File: src/logic/mps_defs.vh
// constants shared by the phase sequencer design files
`ifndef MPS_DEFS_VH
`define MPS_DEFS_VH
`define MPS_CLK_MHZ         200
`define MPS_RST_TIME_US     2000
`define MPS_RST_CYC         (`MPS_RST_TIME_US * `MPS_CLK_MHZ)
`define MPS_RESTORE_TIME_US 4000
`define MPS_RESTORE_CYC     (`MPS_RESTORE_TIME_US * `MPS_CLK_MHZ)
`define MPS_TON_DLY_RST     16'h0000
`define MPS_VOUT_READ_EXT   8'hFF
// phase strap codes from the strap comparator
`define MPS_PH_OPEN         3'h0
`define MPS_PH_GND          3'h1
`define MPS_PH_33K          3'h2
`define MPS_PH_13K          3'h3
`define MPS_PH_5K1          3'h4
// protection and reference strap codes: open,33k,20k,13k,8.2k,5.1k,2.7k,gnd
`define MPS_ST_OPEN         3'h0
`define MPS_ST_33K          3'h1
`define MPS_ST_20K          3'h2
`define MPS_ST_13K          3'h3
`define MPS_ST_8K2          3'h4
`define MPS_ST_2K7          3'h6
// tri-level output encoding
`define MPS_PWM_FLOAT       2'h0
`define MPS_PWM_HIGH        2'h1
`define MPS_PWM_LOW         2'h2
`define MPS_NPH             6
`endif

File: src/logic/mps_strap_decode.v
// strap decoder: phase count, protection and reference options
`timescale 1ns/1ps
`include "mps_defs.vh"
module mps_strap_decode (
    input  wire [2:0] phase_strap,
    input  wire [2:0] protection_strap,
    input  wire [2:0] reference_strap,
    output reg  [2:0] phase_count,
    output reg        prot_enable,
    output reg        ovp_latch,
    output reg        fault_latch,
    output reg        ext_ref_sel,
    output reg        psi_func_sel,
    output reg        thermal_option_b
);
    always @*
    begin
        case (phase_strap)
            `MPS_PH_OPEN: phase_count = 3'd6;
            `MPS_PH_GND:  phase_count = 3'd4;
            `MPS_PH_33K:  phase_count = 3'd3;
            `MPS_PH_13K:  phase_count = 3'd2;
            `MPS_PH_5K1:  phase_count = 3'd1;
            default:      phase_count = 3'd6;
        endcase
        prot_enable = (protection_strap < `MPS_ST_8K2);
        ovp_latch   = (protection_strap == `MPS_ST_20K)
                    | (protection_strap == `MPS_ST_13K);
        fault_latch = (protection_strap == `MPS_ST_33K)
                    | (protection_strap == `MPS_ST_13K)
                    | (protection_strap == `MPS_ST_8K2);
        ext_ref_sel      = (reference_strap >= `MPS_ST_8K2);
        psi_func_sel     = (reference_strap >= `MPS_ST_20K);
        thermal_option_b = (reference_strap == `MPS_ST_33K)
                         | (reference_strap == `MPS_ST_13K)
                         | (reference_strap == `MPS_ST_8K2);
    end
endmodule // mps_strap_decode

File: src/logic/mps_pwm_drive.v
// per-phase tri-level output stage with gating
`timescale 1ns/1ps
`include "mps_defs.vh"
module mps_pwm_drive (
    input  wire       mclk,
    input  wire       arst_n,
    input  wire       run,
    input  wire [2:0] active_count,
    input  wire [5:0] pwm_in,
    output reg  [5:0] pwm_hi_on_q,
    output reg  [5:0] pwm_lo_on_q
);
    genvar i;
    generate
        for (i = 0; i < `MPS_NPH; i = i + 1)
        begin : g_ph
            wire en = run && (active_count > i);
            always @(posedge mclk or negedge arst_n)
            begin
                if (!arst_n)
                begin
                    pwm_hi_on_q[i] <= 1'b0;
                    pwm_lo_on_q[i] <= 1'b0;
                end
                else
                begin
                    // both switches off leaves the pin at mid-level
                    pwm_hi_on_q[i] <= en & pwm_in[i];
                    pwm_lo_on_q[i] <= en & ~pwm_in[i];
                end
            end
        end
    endgenerate
endmodule // mps_pwm_drive

File: src/logic/mps_sequencer.v
// multi-phase controller power sequencer and configuration
`timescale 1ns/1ps
`include "mps_defs.vh"
module mps_sequencer #(
    parameter RST_CYC     = `MPS_RST_CYC,
    parameter RESTORE_CYC = `MPS_RESTORE_CYC
) (
    input  wire        mclk,
    input  wire        arst_n,
    input  wire        enable_above_th,
    input  wire        undervoltage_lockout,
    input  wire        vcc_ok,
    input  wire        driver_supply_ok,
    input  wire [2:0]  phase_strap,
    input  wire [2:0]  protection_strap,
    input  wire [2:0]  reference_strap,
    input  wire        turn_on_delay_cmd_wr,
    input  wire [15:0] turn_on_delay_cmd_data,
    input  wire        vout_cmd_wr,
    input  wire [7:0]  vout_cmd_data,
    input  wire [7:0]  boot_target,
    input  wire [7:0]  vout_measured,
    input  wire        ref_reached,
    input  wire        soft_step,
    input  wire        power_good_flag,
    input  wire        boot_restore_n,
    input  wire [5:0]  pwm_in,
    output reg  [5:0]  pwm_hi_on_q,
    output reg  [5:0]  pwm_lo_on_q,
    output reg  [7:0]  target_q,
    output reg  [7:0]  dac_q,
    output reg  [7:0]  vout_read_q,
    output reg         ramp_active_q,
    output reg         soft_start_done_q,
    output reg  [2:0]  phase_count_q,
    output reg         prot_enable_q,
    output reg         ovp_latch_q,
    output reg         fault_latch_q,
    output reg         ext_ref_sel_q,
    output reg         psi_func_sel_q,
    output reg         thermal_option_a_q,
    output reg         single_phase_state_q,
    output reg  [15:0] turn_on_delay_cmd_q
);
    localparam S_OFF   = 3'd0;
    localparam S_RST   = 3'd1;
    localparam S_DLY   = 3'd2;
    localparam S_RAMP  = 3'd3;
    localparam S_RUN   = 3'd4;
    localparam [31:0] RST_LAST = RST_CYC - 1;
    localparam [31:0] RES_LAST = RESTORE_CYC - 1;

    reg  [2:0]  state_q;
    reg  [31:0] cnt_q;
    reg  [31:0] restore_cnt_q;
    wire [2:0]  dec_phase;
    wire        dec_prot;
    wire        dec_ovpl;
    wire        dec_fltl;
    wire        dec_ext;
    wire        dec_psi;
    wire        dec_otb;
    wire        psi_level = boot_restore_n;
    // pin 27 is shared: the same wire is restore or power saving
    wire        go = enable_above_th & ~undervoltage_lockout;
    wire        run = (state_q == S_RAMP) | (state_q == S_RUN);
    wire [2:0]  active_n = single_phase_state_q ? 3'd1 : phase_count_q;
    // soft start ends at the reference when it is external, otherwise
    // when the internal ramp meets the target
    wire        ramp_done = ext_ref_sel_q ? ref_reached
                                          : (dac_q == target_q);
    // any high level on the pin restarts the restore count
    wire        restore_hit = (restore_cnt_q >= RES_LAST);

    // straps decode all the time; the state machine picks when to latch
    mps_strap_decode u_dec (
        .phase_strap      (phase_strap),
        .protection_strap (protection_strap),
        .reference_strap  (reference_strap),
        .phase_count      (dec_phase),
        .prot_enable      (dec_prot),
        .ovp_latch        (dec_ovpl),
        .fault_latch      (dec_fltl),
        .ext_ref_sel      (dec_ext),
        .psi_func_sel     (dec_psi),
        .thermal_option_b (dec_otb)
    );

    // gate on go and the driver supply here too, so either loss floats
    // the pins one edge later instead of waiting for the state machine
    mps_pwm_drive u_drv (
        .mclk         (mclk),
        .arst_n       (arst_n),
        .run          (run & go & driver_supply_ok),
        .active_count (active_n),
        .pwm_in       (pwm_in),
        .pwm_hi_on_q  (pwm_hi_on_q),
        .pwm_lo_on_q  (pwm_lo_on_q)
    );

    // the delay survives a disable, only reset clears it, so a value
    // written while off is used at the next start
    always @(posedge mclk or negedge arst_n)
    begin
        if (!arst_n)
        begin
            turn_on_delay_cmd_q <= `MPS_TON_DLY_RST;
        end
        else if (turn_on_delay_cmd_wr)
        begin
            turn_on_delay_cmd_q <= turn_on_delay_cmd_data;
        end
    end

    always @(posedge mclk or negedge arst_n)
    begin
        if (!arst_n)
        begin
            state_q            <= S_OFF;
            cnt_q              <= 32'h0000_0000;
            phase_count_q      <= 3'd6;
            prot_enable_q      <= 1'b0;
            ovp_latch_q        <= 1'b0;
            fault_latch_q      <= 1'b0;
            ext_ref_sel_q      <= 1'b0;
            psi_func_sel_q     <= 1'b0;
            thermal_option_a_q <= 1'b1;
            ramp_active_q      <= 1'b0;
            soft_start_done_q  <= 1'b0;
        end
        else if (!go)
        begin
            // shutdown is immediate, whatever state the sequencer is in
            state_q           <= S_OFF;
            cnt_q             <= 32'h0000_0000;
            ramp_active_q     <= 1'b0;
            soft_start_done_q <= 1'b0;
        end
        else
        begin
            case (state_q)
                S_OFF:
                begin
                    phase_count_q      <= dec_phase;
                    prot_enable_q      <= dec_prot;
                    ovp_latch_q        <= dec_ovpl & dec_prot;
                    fault_latch_q      <= dec_fltl;
                    ext_ref_sel_q      <= dec_ext;
                    psi_func_sel_q     <= dec_psi;
                    thermal_option_a_q <= ~dec_otb;
                    // straps follow the pins until the supply is good
                    if (vcc_ok)
                    begin
                        state_q <= S_RST;
                        cnt_q   <= 32'h0000_0000;
                    end
                end
                S_RST:
                begin
                    if (cnt_q >= RST_LAST)
                    begin
                        state_q <= S_DLY;
                        cnt_q   <= 32'h0000_0000;
                    end
                    else
                    begin
                        cnt_q <= cnt_q + 32'd1;
                    end
                end
                S_DLY:
                begin
                    if (cnt_q >= {16'h0000, turn_on_delay_cmd_q})
                    begin
                        // park here until the driver supply is up, so
                        // the ramp never starts into unpowered stages
                        if (driver_supply_ok)
                        begin
                            state_q       <= S_RAMP;
                            ramp_active_q <= 1'b1;
                        end
                    end
                    else
                    begin
                        cnt_q <= cnt_q + 32'd1;
                    end
                end
                S_RAMP:
                begin
                    if (ramp_done)
                    begin
                        state_q           <= S_RUN;
                        ramp_active_q     <= 1'b0;
                        soft_start_done_q <= 1'b1;
                    end
                end
                S_RUN:
                begin
                    // left only through the shutdown branch when go drops
                    state_q <= S_RUN;
                end
                default:
                begin
                    state_q <= S_OFF;
                end
            endcase
        end
    end

    // reference ramp: starts from the measured output so a pre-bias
    // is never pulled down before the rise
    always @(posedge mclk or negedge arst_n)
    begin
        if (!arst_n)
        begin
            dac_q         <= 8'h00;
            target_q      <= 8'h00;
            restore_cnt_q <= 32'h0000_0000;
        end
        else if (!run)
        begin
            dac_q         <= vout_measured;
            target_q      <= boot_target;
            restore_cnt_q <= 32'h0000_0000;
        end
        else
        begin
            if (vout_cmd_wr && !ext_ref_sel_q)
            begin
                target_q <= vout_cmd_data;
            end
            if (!psi_func_sel_q && power_good_flag && !boot_restore_n)
            begin
                if (restore_hit)
                begin
                    target_q <= boot_target;
                end
                else
                begin
                    restore_cnt_q <= restore_cnt_q + 32'd1;
                end
            end
            else
            begin
                restore_cnt_q <= 32'h0000_0000;
            end
            // one soft start step per strobe, also for restore
            if (soft_step)
            begin
                if (dac_q < target_q)
                begin
                    dac_q <= dac_q + 8'd1;
                end
                else if (dac_q > target_q)
                begin
                    dac_q <= dac_q - 8'd1;
                end
            end
        end
    end

    always @(posedge mclk or negedge arst_n)
    begin
        if (!arst_n)
        begin
            vout_read_q          <= 8'h00;
            single_phase_state_q <= 1'b0;
        end
        else
        begin
            // a fixed code tells the host the target is not in use
            vout_read_q <= ext_ref_sel_q ? `MPS_VOUT_READ_EXT
                                         : vout_measured;
            // shedding waits for power good so a pin that is still
            // settling during start-up cannot drop phases
            if (!run || !psi_func_sel_q)
            begin
                single_phase_state_q <= 1'b0;
            end
            else if (power_good_flag)
            begin
                single_phase_state_q <= ~psi_level;
            end
        end
    end
endmodule // mps_sequencer

File: config.mk
export PLATFORM = sky130hd
export DESIGN_NAME = mps_sequencer
export DESIGN_NICKNAME = d
export VERILOG_FILES = /design/src/logic/mps_strap_decode.v /design/src/logic/mps_pwm_drive.v /design/src/logic/mps_sequencer.v
export VERILOG_INCLUDE_DIRS = /design/src /design/src/logic
export SDC_FILE = /design/constraint.sdc
export NUM_CORES = 1
export LEC_CHECK = 0
export BUFFER_PORTS_ARGS = -buffer_cell sky130_fd_sc_hd__buf_4
export CORE_ASPECT_RATIO = 1.1
export CORE_MARGIN = 4
export CORE_UTILIZATION = 55
export CTS_CLUSTER_DIAMETER = 200
export DETAILED_ROUTE_END_ITERATION = 6
export GPL_TIMING_DRIVEN = 1
export PLACE_DENSITY = 0.8
export SETUP_SLACK_MARGIN = 0.1
export SYNTH_ARGS = -nofsm -noshare
export SYNTH_HDL_FRONTEND = slang
export SYNTH_SLANG_ARGS = --single-unit
File: constraint.sdc
create_clock -name mclk -period 4.05 [get_ports mclk]
set_input_delay 0 -clock mclk [delete_from_list [all_inputs] [get_ports mclk]]
set_output_delay 0 -clock mclk [all_outputs]
set_load 0.05 [all_outputs]
Word level (Yosys, flattened, before mapping)
Index checks and enable logic that the tools add are counted.
- bits in registers: 131
- input port bits: 67
- word-level logic and storage cells: 166
- $add $sub $neg: 4
- magnitude comparators: 14
- equal/unequal tests: 29
- multiplexer cells: 37
- bitwise gates (word level): 31
- reductions and logical operators: 22
- operator list (kind ; count):
    32-bit 2-to-1 mux ; 7
    32-bit case mux with 3 select lines ; 1
    8-bit 2-to-1 mux ; 9
    32-bit by 1-bit adder with 32-bit output, second input constant ; 2
    32-bit by 16-bit >= comparator with 1-bit output ; 1
    32-bit by 19-bit >= comparator with 1-bit output, second input constant ; 1
    32-bit by 20-bit >= comparator with 1-bit output, second input constant ; 1
    3-bit by 2-bit equality test with 1-bit output, second input constant ; 7
    3-bit 2-to-1 mux ; 7
    3-bit inequality test, second input constant ; 7
    1-bit AND ; 16
    3-bit case mux with 5 select lines ; 1
    3-bit by 1-bit equality test with 1-bit output, second input constant ; 4
    3-bit equality test, second input constant ; 4
    3-bit case mux with 4 select lines ; 1
    1-bit 2-to-1 mux ; 10
    1-bit logical AND ; 9
    1-bit inverter ; 9
    8-bit by 1-bit adder with 8-bit output, second input constant ; 1
    8-bit equality test ; 1
    8-bit greater-than comparator ; 1
    8-bit less-than comparator ; 1
    8-bit by 1-bit subtractor with 8-bit output, second input constant ; 1
    3-bit by 1-bit greater-than comparator with 1-bit output, second input constant ; 2
    19 further kinds ; 33

Depth between registers and ports, before layout
Gate-level depths: netlist (run 1).
- depth after elaboration: 6
- depth in mapped cells: 14
- mapped depth without buffers: 14

By module
A second synthesis (run 1) with hierarchy kept.
- cells, all modules: 708
- area, all modules: 6797.8 um^2
- modules (own cells, without submodules) (module ; times used ; cells an instance ; area each (um^2) ; sequential area each (um^2)):
    mps_sequencer ; 1 ; 660 ; 6292.3 ; 2981.6
    mps_pwm_drive ; 1 ; 33 ; 411.6 ; 300.3
    mps_strap_decode ; 1 ; 15 ; 93.8 ; 0.0

Least setup slack after synthesis (run 1)
Ideal clock, no wire load.
- kind: flip-flop to flip-flop
- from: register target_q[3]
- to: register dac_q[7]
- setup time: 0.082 ns
- arrival time: 3.103 ns
- path slack: 0.865 ns
- cell stages (with the launch flop): 14
- clock period less this slack: 3.185 ns
- cell sequence: dfrtp_1 inv_1 ha_1 a21oi_1 o21ai_0 a21o_1 ha_1 a21oi_1 o2111ai_1 a21o_1 a21oi_1 xor2_1 or3_1 a31oi_1
- longest elaborated chain between the ends: 4
- elaborated cells on any way between the ends: 7
- RTL lines (item ; RTL line ; text):
    start, declared ; mps_sequencer.v:30 ; output reg [7:0] target_q,
    start signal, assigned ; mps_sequencer.v:222 ; target_q <= boot_target;
    start signal, assigned ; mps_sequencer.v:229 ; target_q <= vout_cmd_data;
    start signal, assigned ; mps_sequencer.v:235 ; target_q <= boot_target;
    8-bit less-than comparator ; mps_sequencer.v:249 ; if (dac_q < target_q)
    8-bit 2-to-1 mux ; mps_sequencer.v:249 ;
    8-bit 2-to-1 mux ; mps_sequencer.v:247 ; if (soft_step)
    8-bit 2-to-1 mux ; mps_sequencer.v:219 ; else if (!run)
    end signal, assigned ; mps_sequencer.v:221 ; dac_q <= vout_measured;
    end signal, assigned ; mps_sequencer.v:251 ; dac_q <= dac_q + 8'd1;
    end signal, assigned ; mps_sequencer.v:255 ; dac_q <= dac_q - 8'd1;
    end, declared ; mps_sequencer.v:31 ; output reg [7:0] dac_q,
Several ways; a longest one is shown, not always the timed one. The select of a mux whose other input is x is not followed.
A chain may end at the register's enable or synchronous reset.

Worst setup path in the final report (run 1)
- from: register dac_q[0]
- to: register dac_q[7]
- longest elaborated chain between the ends: 5
- elaborated cells on any way between the ends: 10
- RTL lines (item ; RTL line ; text):
    8-bit by 1-bit subtractor with 8-bit output ; mps_sequencer.v:255 ;
    8-bit 2-to-1 mux ; mps_sequencer.v:253 ; else if (dac_q > target_q)
    8-bit 2-to-1 mux ; mps_sequencer.v:249 ;
    8-bit 2-to-1 mux ; mps_sequencer.v:247 ;
    8-bit 2-to-1 mux ; mps_sequencer.v:219 ;
Several ways; a longest one is shown, not always the timed one. The select of a mux whose other input is x is not followed.

==> implementation parameters, run 1 <==
Parameter                              Value

Outcome
  Outcome    completed

Logic synthesis
  Per-instance average area after synthesis    roughly 9.5 um2
  Ranking of synthesized cells by instance count    sky130_fd_sc_hd__dfrtp_1 (128), sky130_fd_sc_hd__nor2_1 (83), sky130_fd_sc_hd__nand2_1 (71), sky130_fd_sc_hd__o21ai_0 (59), sky130_fd_sc_hd__inv_1 (37)
  Proportion of netlist area held by the largest area contributor    0.484
  Count of cell types in the netlist    between 50 and 60
  Synth Register Bits    131
  Most frequent cell after synthesis    sky130_fd_sc_hd__dfrtp_1
  Predominant post-synthesis flop cell    sky130_fd_sc_hd__dfrtp_1
  Yosys warning count    0
  Post-synthesis cell type with the largest combined area    sky130_fd_sc_hd__dfrtp_1
  Number of enable flip-flop cells after synthesis    0
  Total nets after synthesis    798
  Part of the Yosys area used for sequential elements    0.496
  Async set-or-reset flop fraction in the synthesized netlist    1.00
  Post-Synthesis Cells    approximately 700
  Post-synthesis instance area    6610 um2
  Top area cells in the synthesized netlist    sky130_fd_sc_hd__dfrtp_1 (48%), sky130_fd_sc_hd__ha_1 (6.1%), sky130_fd_sc_hd__nor2_1 (4.7%), sky130_fd_sc_hd__o21ai_0 (4.5%), sky130_fd_sc_hd__nand2_1 (4.0%)

CTS
  Hold-fix buffers, CTS    88
  Clock tree from TritonCTS    done
  CTS Root Cell    sky130_fd_sc_hd__clkbuf_16
  Clock latency on the worst-skew pair    ~420 ps
  Sink Count    roughly 130
  Post-CTS sizing    0
  Post-CTS Setup Bufs    0
  Clock input transition at the sequential cells of the worst setup and hold paths    around 60 ps
  Number of buffers inserted during clock tree synthesis    17
  Clk buf depth    2
  H-tree levels    4

Setup path
  Kind of critical path    reg2reg
  Crit Path Max Fanout    8
  Type of element launching the critical path    flip-flop
  R2R Setup Slk    570 ps
  Worst Setup End Kind    flip-flop
  Data arrival time of the worst path    around 3800 ps
  Data required time at the worst endpoint    4380 ps

Power
  Int Pwr    2650 uW
  Pwr Density    ~400 nW/um2
  Final Total Pwr    about 3700 uW
  Logic gate share of total power    0.186
  Net switching power    1030 uW
  Switching share of power    0.280
  Part of the power in the clock network    0.429
  Seq pwr share    0.385
  Worst voltage drop across the vdd grid    around 0.00027 V
  Leakage dissipation    around 0.0044 uW

Global routing
  Global-route congestion overflow total    0
  Overall Global Routing Usage    0.301
  Number of antenna violations at the first check in global routing    1
  Pin count of the biggest net entering global routing    51
  First-pass GRT wire length    approximately 33000 um
  Vias in the first global route    6582

Floorplanning
  Starting Density    0.570
  Height of the chip    123 um
  Std-Cell Rows    41
  Die Footprint    between 10000 and 15000 um2
  Core ar.    roughly 12000 um2
  Die span in x    approximately 110 um
  Num ports    roughly 130

Detailed routing
  Wirelength, routed    roughly 20000 um
  Antenna Violating Nets Remaining    0
  Final routed DRC violation total    0
  Total vias in the final route    approximately 6300
  Count of TritonRoute iterations in the first routing pass    6
  Via density per instance    about 5.8
  Routed length per instance    approximately 19 um
  1st-iter DRT viols    between 400 and 500

Timing
  Slew headroom    0.314
  Worst-margin pin slew    1030 ps
  Hold Worst Slack    20.8 ps
  Final hold violations    0
  Min cycle time layout    around 3500 ps
  Slew Limit Fails    0
  Achievable clock frequency    288 MHz
  Post-Route Skew    12.4 ps
  Count of endpoints failing setup in the final report    0
  Final Cycle Share    0.858
  Total negative setup slack    0 ps
  RSZ-0062 raised after global routing    no

Finish
  Post-Layout Inst Area    approximately 9000 um2
  Final cell count without fillers    around 1100
  # nets final    between 1000 and 1500
  Share of final-layout standard cells stronger than drive strength 1    0.199
  Layout Area Growth over Synthesis    39.3%

Min path
  Class of the tightest hold or removal check    in2reg

Place
  Placed cell count    960
  Post-detailed-placement half-perimeter wirelength    about 12000 um
  Count of port buffers added during placement    130
  Post-placement cell area    7720 um2
  Final RePlAce weighted congestion    0.852

Run
  # Max-Cap Violations    0
## worst paths after layout
check | end | startpoint | cells after the start
worst min-delay path | single_phase_state_q$_DFFE_PN0P_ | boot_restore_n | 4
min in group asynchronous | vout_read_q[1]$_DFF_PN0_ | arst_n | 2
worst max register to register | dac_q[7]$_DFFE_PN0P_ | dac_q[0]$_DFFE_PN0P_ | 14
max in group asynchronous | phase_count_q[2]$_DFFE_PN1P_ | arst_n | 3
worst min register to register | restore_cnt_q[24]$_DFFE_PN0P_ | restore_cnt_q[24]$_DFFE_PN0P_ | 1
worst max-delay path | dac_q[7]$_DFFE_PN0P_ | dac_q[0]$_DFFE_PN0P_ | 14
## stage by stage
step	util	setup slack, ps
floorplan	-	865
global placement	0.666	995
detailed placement	0.666	860
CTS	0.794	723
global route	0.794	314
finish	0.794	573
## cell families (layout without fill, tap and decap cells)
group | count (synthesis) | count (layout) | synth area share
fa+ha+maj | 33 | 33 | 0.0636
flops | 131 | 131 | 0.496
xor+xnor | 27 | 27 | 0.0358
simple gates | 284 | 284 | 0.213
compound gates | 146 | 146 | 0.131
mux | 14 | 14 | 0.0218
other cells | 0 | 1 | 0
buf+inv | 63 | 295 | 0.0386
## critical path, cell delays in order (launching register included)
cell and delay (ps):
sky130_fd_sc_hd__dfrtp_1 450, sky130_fd_sc_hd__inv_1 120, sky130_fd_sc_hd__ha_1 210, sky130_fd_sc_hd__inv_1 60, sky130_fd_sc_hd__a21oi_1 70, sky130_fd_sc_hd__o21ai_0 300
sky130_fd_sc_hd__a21o_1 370, sky130_fd_sc_hd__ha_1 290, sky130_fd_sc_hd__a21oi_1 200, sky130_fd_sc_hd__o2111ai_1 190, sky130_fd_sc_hd__a21o_1 230, sky130_fd_sc_hd__a21oi_1 210
sky130_fd_sc_hd__xor2_1 130, sky130_fd_sc_hd__or3_1 360, sky130_fd_sc_hd__a31oi_1 190
## power by group through the flow
stage	combinational (uW)	clock, uW	sequential (uW)
6_report	683	1580	1410
5_1_grt	729	1650	1420
4_1_cts	661	1570	1410
3_5_place_dp	579	0	1430
3_3_place_gp	561	0	1430
2_1_floorplan	196	0	1590
## metal layers
metal / GRT usage / vias up / routed length, um
li1: - / 2869 / -
met1: 0.319 / 3006 / 7160
met2: 0.531 / 318 / 10300
met3: 0.0675 / 120 / 1240
met4: 0.216 / 0 / 1440
met5: 0 / - / 0
## cells in the final DEF (no fill, tap or decap), drive strengths merged, types with 2 or more instances in the layout
master	n
buf	138
dfrtp	128
dlygate4sd3	88
nor2	83
nand2	71
o21ai	63
inv	37
a21oi	36
ha	32
clkbuf	24
nand3	21
and2	19
xor2	18
and3	16
o31ai	15
nand4	12
mux2i	11
nor4	10
xnor2	9
or2	9
nor2b	8
a31oi	8
nor3	8
nand2b	7
a41oi	7
a21o	5
and4	5
or3	4
clkinv	4
nor3b	3
nand3b	3
mux2	3
bufinv	3
dfstp	3
o211ai	2
nor4b	2
a211oi	2
## registers in the layout (all words and copies together), names as in the netlist
name	flops
cnt_q	32
dac_q	8
ext_ref_sel_q	1
fault_latch_q	1
ovp_latch_q	1
phase_count_q	3
prot_enable_q	1
psi_func_sel_q	1
ramp_active_q	1
restore_cnt_q	32
single_phase_state_q	1
soft_start_done_q	1
state_q	3
target_q	8
thermal_option_a_q	1
turn_on_delay_cmd_q	16
u_drv.pwm_hi_on_q	6
u_drv.pwm_lo_on_q	6
vout_read_q	8
## cell type report
| class | count | area, um2 |
|---|---|---|
| Inverter | 37 | 139 |
| Tap cell | 150 | 188 |
| Multi-Input combinational cell | 504 | 3070 |
| Clock buffer | 24 | 482 |
| Clock inverter | 8 | 125 |
| Timing Repair Buffer | 226 | 1920 |
| Antenna cell | 1 | 2.50 |
| Fill cell | 658 | 2380 |
| Sequential cell | 131 | 3280 |
No activity file was read; power rests on OpenSTA's default activity.
==> inputs of run 2 (changes only) <==
Settings changed: CORE_UTILIZATION 55 to 56, PLACE_DENSITY 0.8 to 0.81, SYNTH_HIERARCHICAL set to 1.
==> implementation parameters, run 2 <==
Parameter                              Value

Outcome
  Outcome    completed (unchanged)

Setup path
  Data required time at the worst endpoint    4360 ps (was 4380 ps)
  Kind of critical path    reg2reg (unchanged)
  Type of element launching the critical path    flip-flop (unchanged)
  Worst Setup End Kind    flip-flop (unchanged)
  Startpoint of the most critical setup path    dac_q[1]$_DFFE_PN0P_ (was dac_q[0]$_DFFE_PN0P_)
  Crit Path Max Fanout    8 (unchanged)
  Worst reg2reg endpoint    dac_q[7]$_DFFE_PN0P_ (unchanged)
  Data arrival time of the worst path    3630 ps (was 3800 ps)
  Depth of the most critical reg-to-reg path    13 (was 14)
  Crit path to    dac_q[7]$_DFFE_PN0P_ (unchanged)
  Launch instance of the worst register-to-register path    dac_q[1]$_DFFE_PN0P_ (was dac_q[0]$_DFFE_PN0P_)
  R2R Setup Slk    720 ps (was 570 ps)

CTS
  Number of buffers inserted during clock tree synthesis    17 (unchanged)
  Clock input transition at the sequential cells of the worst setup and hold paths    60 ps (about the same)
  H-tree levels    4 (unchanged)
  Post-CTS sizing    0 (unchanged)
  Clock latency on the worst-skew pair    430 ps (was 420 ps)
  CTS Root Cell    sky130_fd_sc_hd__clkbuf_16 (unchanged)
  Sink Count    131 (unchanged)
  Clk buf depth    2 (unchanged)
  Clock tree from TritonCTS    done (unchanged)

Logic synthesis
  Number of enable flip-flop cells after synthesis    0 (unchanged)
  Post-synthesis cell type with the largest combined area    sky130_fd_sc_hd__dfrtp_1 (unchanged)
  Post-Synthesis Cells    708 (was 698)
  Most frequent cell after synthesis    sky130_fd_sc_hd__dfrtp_1 (unchanged)
  Post-synthesis instance area    6800 um2 (was 6610 um2)
  Proportion of netlist area held by the largest area contributor    0.471 (was 0.484)
  Synth Register Bits    131 (unchanged)
  Count of cell types in the netlist    65 (was 52)
  Total nets after synthesis    808 (was 798)
  Ranking of synthesized cells by instance count    sky130_fd_sc_hd__dfrtp_1 (128), sky130_fd_sc_hd__nor2_1 (74), sky130_fd_sc_hd__nand2_1 (61), sky130_fd_sc_hd__o21ai_0 (49), sky130_fd_sc_hd__inv_1 (39) (was sky130_fd_sc_hd__dfrtp_1 (128), sky130_fd_sc_hd__nor2_1 (83), sky130_fd_sc_hd__nand2_1 (71), sky130_fd_sc_hd__o21ai_0 (59), sky130_fd_sc_hd__inv_1 (37))
  Top area cells in the synthesized netlist    sky130_fd_sc_hd__dfrtp_1 (47%), sky130_fd_sc_hd__ha_1 (5.9%), sky130_fd_sc_hd__nor2_1 (4.1%), sky130_fd_sc_hd__o21ai_0 (3.6%), sky130_fd_sc_hd__nand2_1 (3.4%) (was sky130_fd_sc_hd__dfrtp_1 (48%), sky130_fd_sc_hd__ha_1 (6.1%), sky130_fd_sc_hd__nor2_1 (4.7%), sky130_fd_sc_hd__o21ai_0 (4.5%), sky130_fd_sc_hd__nand2_1 (4.0%))
  Async set-or-reset flop fraction in the synthesized netlist    1.00 (unchanged)
  Per-instance average area after synthesis    9.60 um2 (was 9.47 um2)
  Predominant post-synthesis flop cell    sky130_fd_sc_hd__dfrtp_1 (unchanged)
  Yosys warning count    6 (was 0)
  Part of the Yosys area used for sequential elements    0.483 (was 0.496)

Place
  Count of port buffers added during placement    130 (unchanged)
  Final RePlAce weighted congestion    0.884 (was 0.852)
  Post-detailed-placement half-perimeter wirelength    12100 um (was 11700 um)

Detailed routing
  Final routed DRC violation total    0 (unchanged)
  Total vias in the final route    6452 (was 6313)
  Wirelength, routed    20800 um (was 20100 um)
  Via density per instance    5.94 (was 5.84)
  Antenna Violating Nets Remaining    0 (unchanged)
  1st-iter DRT viols    570 (was 487)
  Count of TritonRoute iterations in the first routing pass    5 (was 6)
  Routed length per instance    19.1 um (was 18.6 um)

Timing
  Slew headroom    0.300 (was 0.314)
  Total negative setup slack    0 ps (unchanged)
  Count of endpoints failing setup in the final report    0 (unchanged)
  Post-Route Skew    6.62 ps (was 12.4 ps)
  Achievable clock frequency    301 MHz (was 288 MHz)
  RSZ-0062 raised after global routing    no (unchanged)
  Min cycle time layout    3330 ps (was 3480 ps)
  Slew Limit Fails    0 (unchanged)
  Worst-margin pin slew    1040 ps (was 1030 ps)
  Hold Worst Slack    36.2 ps (was 20.8 ps)
  Final hold violations    0 (unchanged)
  Final Cycle Share    0.822 (was 0.858)

Power
  Int Pwr    2630 uW (was 2650 uW)
  Worst voltage drop across the vdd grid    0.000386 V (was 0.000271 V)
  Net switching power    1080 uW (was 1030 uW)
  Pwr Density    395 nW/um2 (was 399 nW/um2)
  Logic gate share of total power    0.193 (was 0.186)
  Part of the power in the clock network    0.426 (was 0.429)
  Leakage dissipation    0.00441 uW (was 0.00436 uW)
  Switching share of power    0.291 (was 0.280)
  Seq pwr share    0.381 (was 0.385)

Floorplanning
  Std-Cell Rows    41 (unchanged)
  Die Footprint    14000 um2 (was 13800 um2)
  Starting Density    0.581 (was 0.570)
  Core ar.    11700 um2 (was 11600 um2)
  Die span in x    113 um (about the same)
  Num ports    131 (unchanged)
  Height of the chip    124 um (was 123 um)

Run
  # Max-Cap Violations    0 (unchanged)

Global routing
  Number of antenna violations at the first check in global routing    0 (was 1)
  Global-route congestion overflow total    0 (unchanged)
  Vias in the first global route    6775 (was 6582)
  Overall Global Routing Usage    0.309 (was 0.301)
  Pin count of the biggest net entering global routing    59 (was 51)
  First-pass GRT wire length    33800 um (was 32600 um)

Finish
  Diodes inserted    0 (was 1)
  Layout Area Growth over Synthesis    37.8% (was 39.3%)
  # nets final    1024 (was 1017)
  Share of final-layout standard cells stronger than drive strength 1    0.222 (was 0.199)
  Largest regs    cnt_q (32), restore_cnt_q (32), turn_on_delay_cmd_q (16) (unchanged)
  Most common library cell in the layout ignoring fill and taps    sky130_fd_sc_hd__buf_4 (unchanged)
  Commonest cells after routing, fill and taps aside    sky130_fd_sc_hd__buf_4 (135), sky130_fd_sc_hd__dfrtp_1 (128), sky130_fd_sc_hd__dlygate4sd3_1 (89) (was sky130_fd_sc_hd__buf_4 (138), sky130_fd_sc_hd__dfrtp_1 (128), sky130_fd_sc_hd__dlygate4sd3_1 (88))

Min path
  Class of the tightest hold or removal check    in2reg (unchanged)
[run 2: critical path, stage by stage (launching register included)]
cell	delay, ps
sky130_fd_sc_hd__dfrtp_1	450
sky130_fd_sc_hd__ha_1	330
sky130_fd_sc_hd__nor2b_1	170
sky130_fd_sc_hd__o211a_1	170
sky130_fd_sc_hd__nor2b_1	50
sky130_fd_sc_hd__o21bai_1	580
sky130_fd_sc_hd__ha_1	370
sky130_fd_sc_hd__a21oi_1	210
sky130_fd_sc_hd__o211ai_1	150
sky130_fd_sc_hd__nor4_1	180
sky130_fd_sc_hd__nor3_1	110
sky130_fd_sc_hd__xnor2_1	190
sky130_fd_sc_hd__mux2i_1	200
sky130_fd_sc_hd__nand2_1	60
[run 2: how the worst min path moves through the flow]
stage	to	cells after the start	from	slack, ps
after detailed placement	restore_cnt_q[13]$_DFFE_PN0P_	1	arst_n	-40
after global routing	turn_on_delay_cmd_q[3]$_DFFE_PN0P_	2	turn_on_delay_cmd_wr	70
after global placement	u_drv/pwm_lo_on_q[5]$_DFF_PN0_	1	arst_n	-50
after floorplan	cnt_q[0]$_DFFE_PN0P_	0	arst_n	-300
final	turn_on_delay_cmd_q[3]$_DFFE_PN0P_	2	turn_on_delay_cmd_wr	40
after CTS	turn_on_delay_cmd_q[10]$_DFFE_PN0P_	3	turn_on_delay_cmd_wr	0.7
[run 2: stage by stage]
step / cell area (um2) / cells / power [uW] / utilization / setup WS [ps]
after floorplan: 6800 / 708 / 1820 / - / 887
after global placement: 7880 / 966 / 2030 / 0.674 / 970
after CTS: 9370 / 1087 / 3680 / 0.801 / 766
after global routing: 9370 / 1087 / 3830 / 0.801 / 453
final: 9370 / 1087 / 3700 / 0.801 / 723
after detailed placement: 7880 / 966 / 2050 / 0.674 / 748
[run 2: routing by layer]
metal | global-route usage | vias to the layer above | part of all wire
met5 | 0 | - | 0
li1 | - | 2920 | -
met2 | 0.530 | 340 | 0.52
met1 | 0.353 | 3107 | 0.36
met4 | 0.188 | 0 | 0.050
met3 | 0.0680 | 85 | 0.070
[run 2: power by group through the flow]
stage	logic, uW	registers, uW	clock network, uW
global placement	599	1430	0
CTS	696	1410	1570
floorplan	226	1600	0
finish	715	1410	1580
global route	766	1420	1640
detailed placement	616	1430	0
[run 2: cells by family (layout without fill, tap and decap cells)]
logic type	after synthesis	in the layout	synth area share
flip-flops	131	131	0.483
adder cells (fa/ha/maj)	33	33	0.0618
multiplexers	15	15	0.0239
XOR/XNOR	24	24	0.0309
AO/OA/AOI/OAI	154	154	0.144
buffers and inverters	67	296	0.0399
AND/OR/NAND/NOR	284	284	0.217
[run 2: area by class of cell]
class	instances	area, um2
Sequential cell	131	3280
Multi-Input combinational cell	510	3240
Fill cell	671	2330
Timing Repair Buffer	224	1900
Clock buffer	18	439
Tap cell	150	188
Clock inverter	14	163
Inverter	40	150
[run 2: repair_timing]
item	4_1_cts	5_1_grt
hold endpoints to repair	97	0
buffers inserted	0	0
hold buffers	89	0
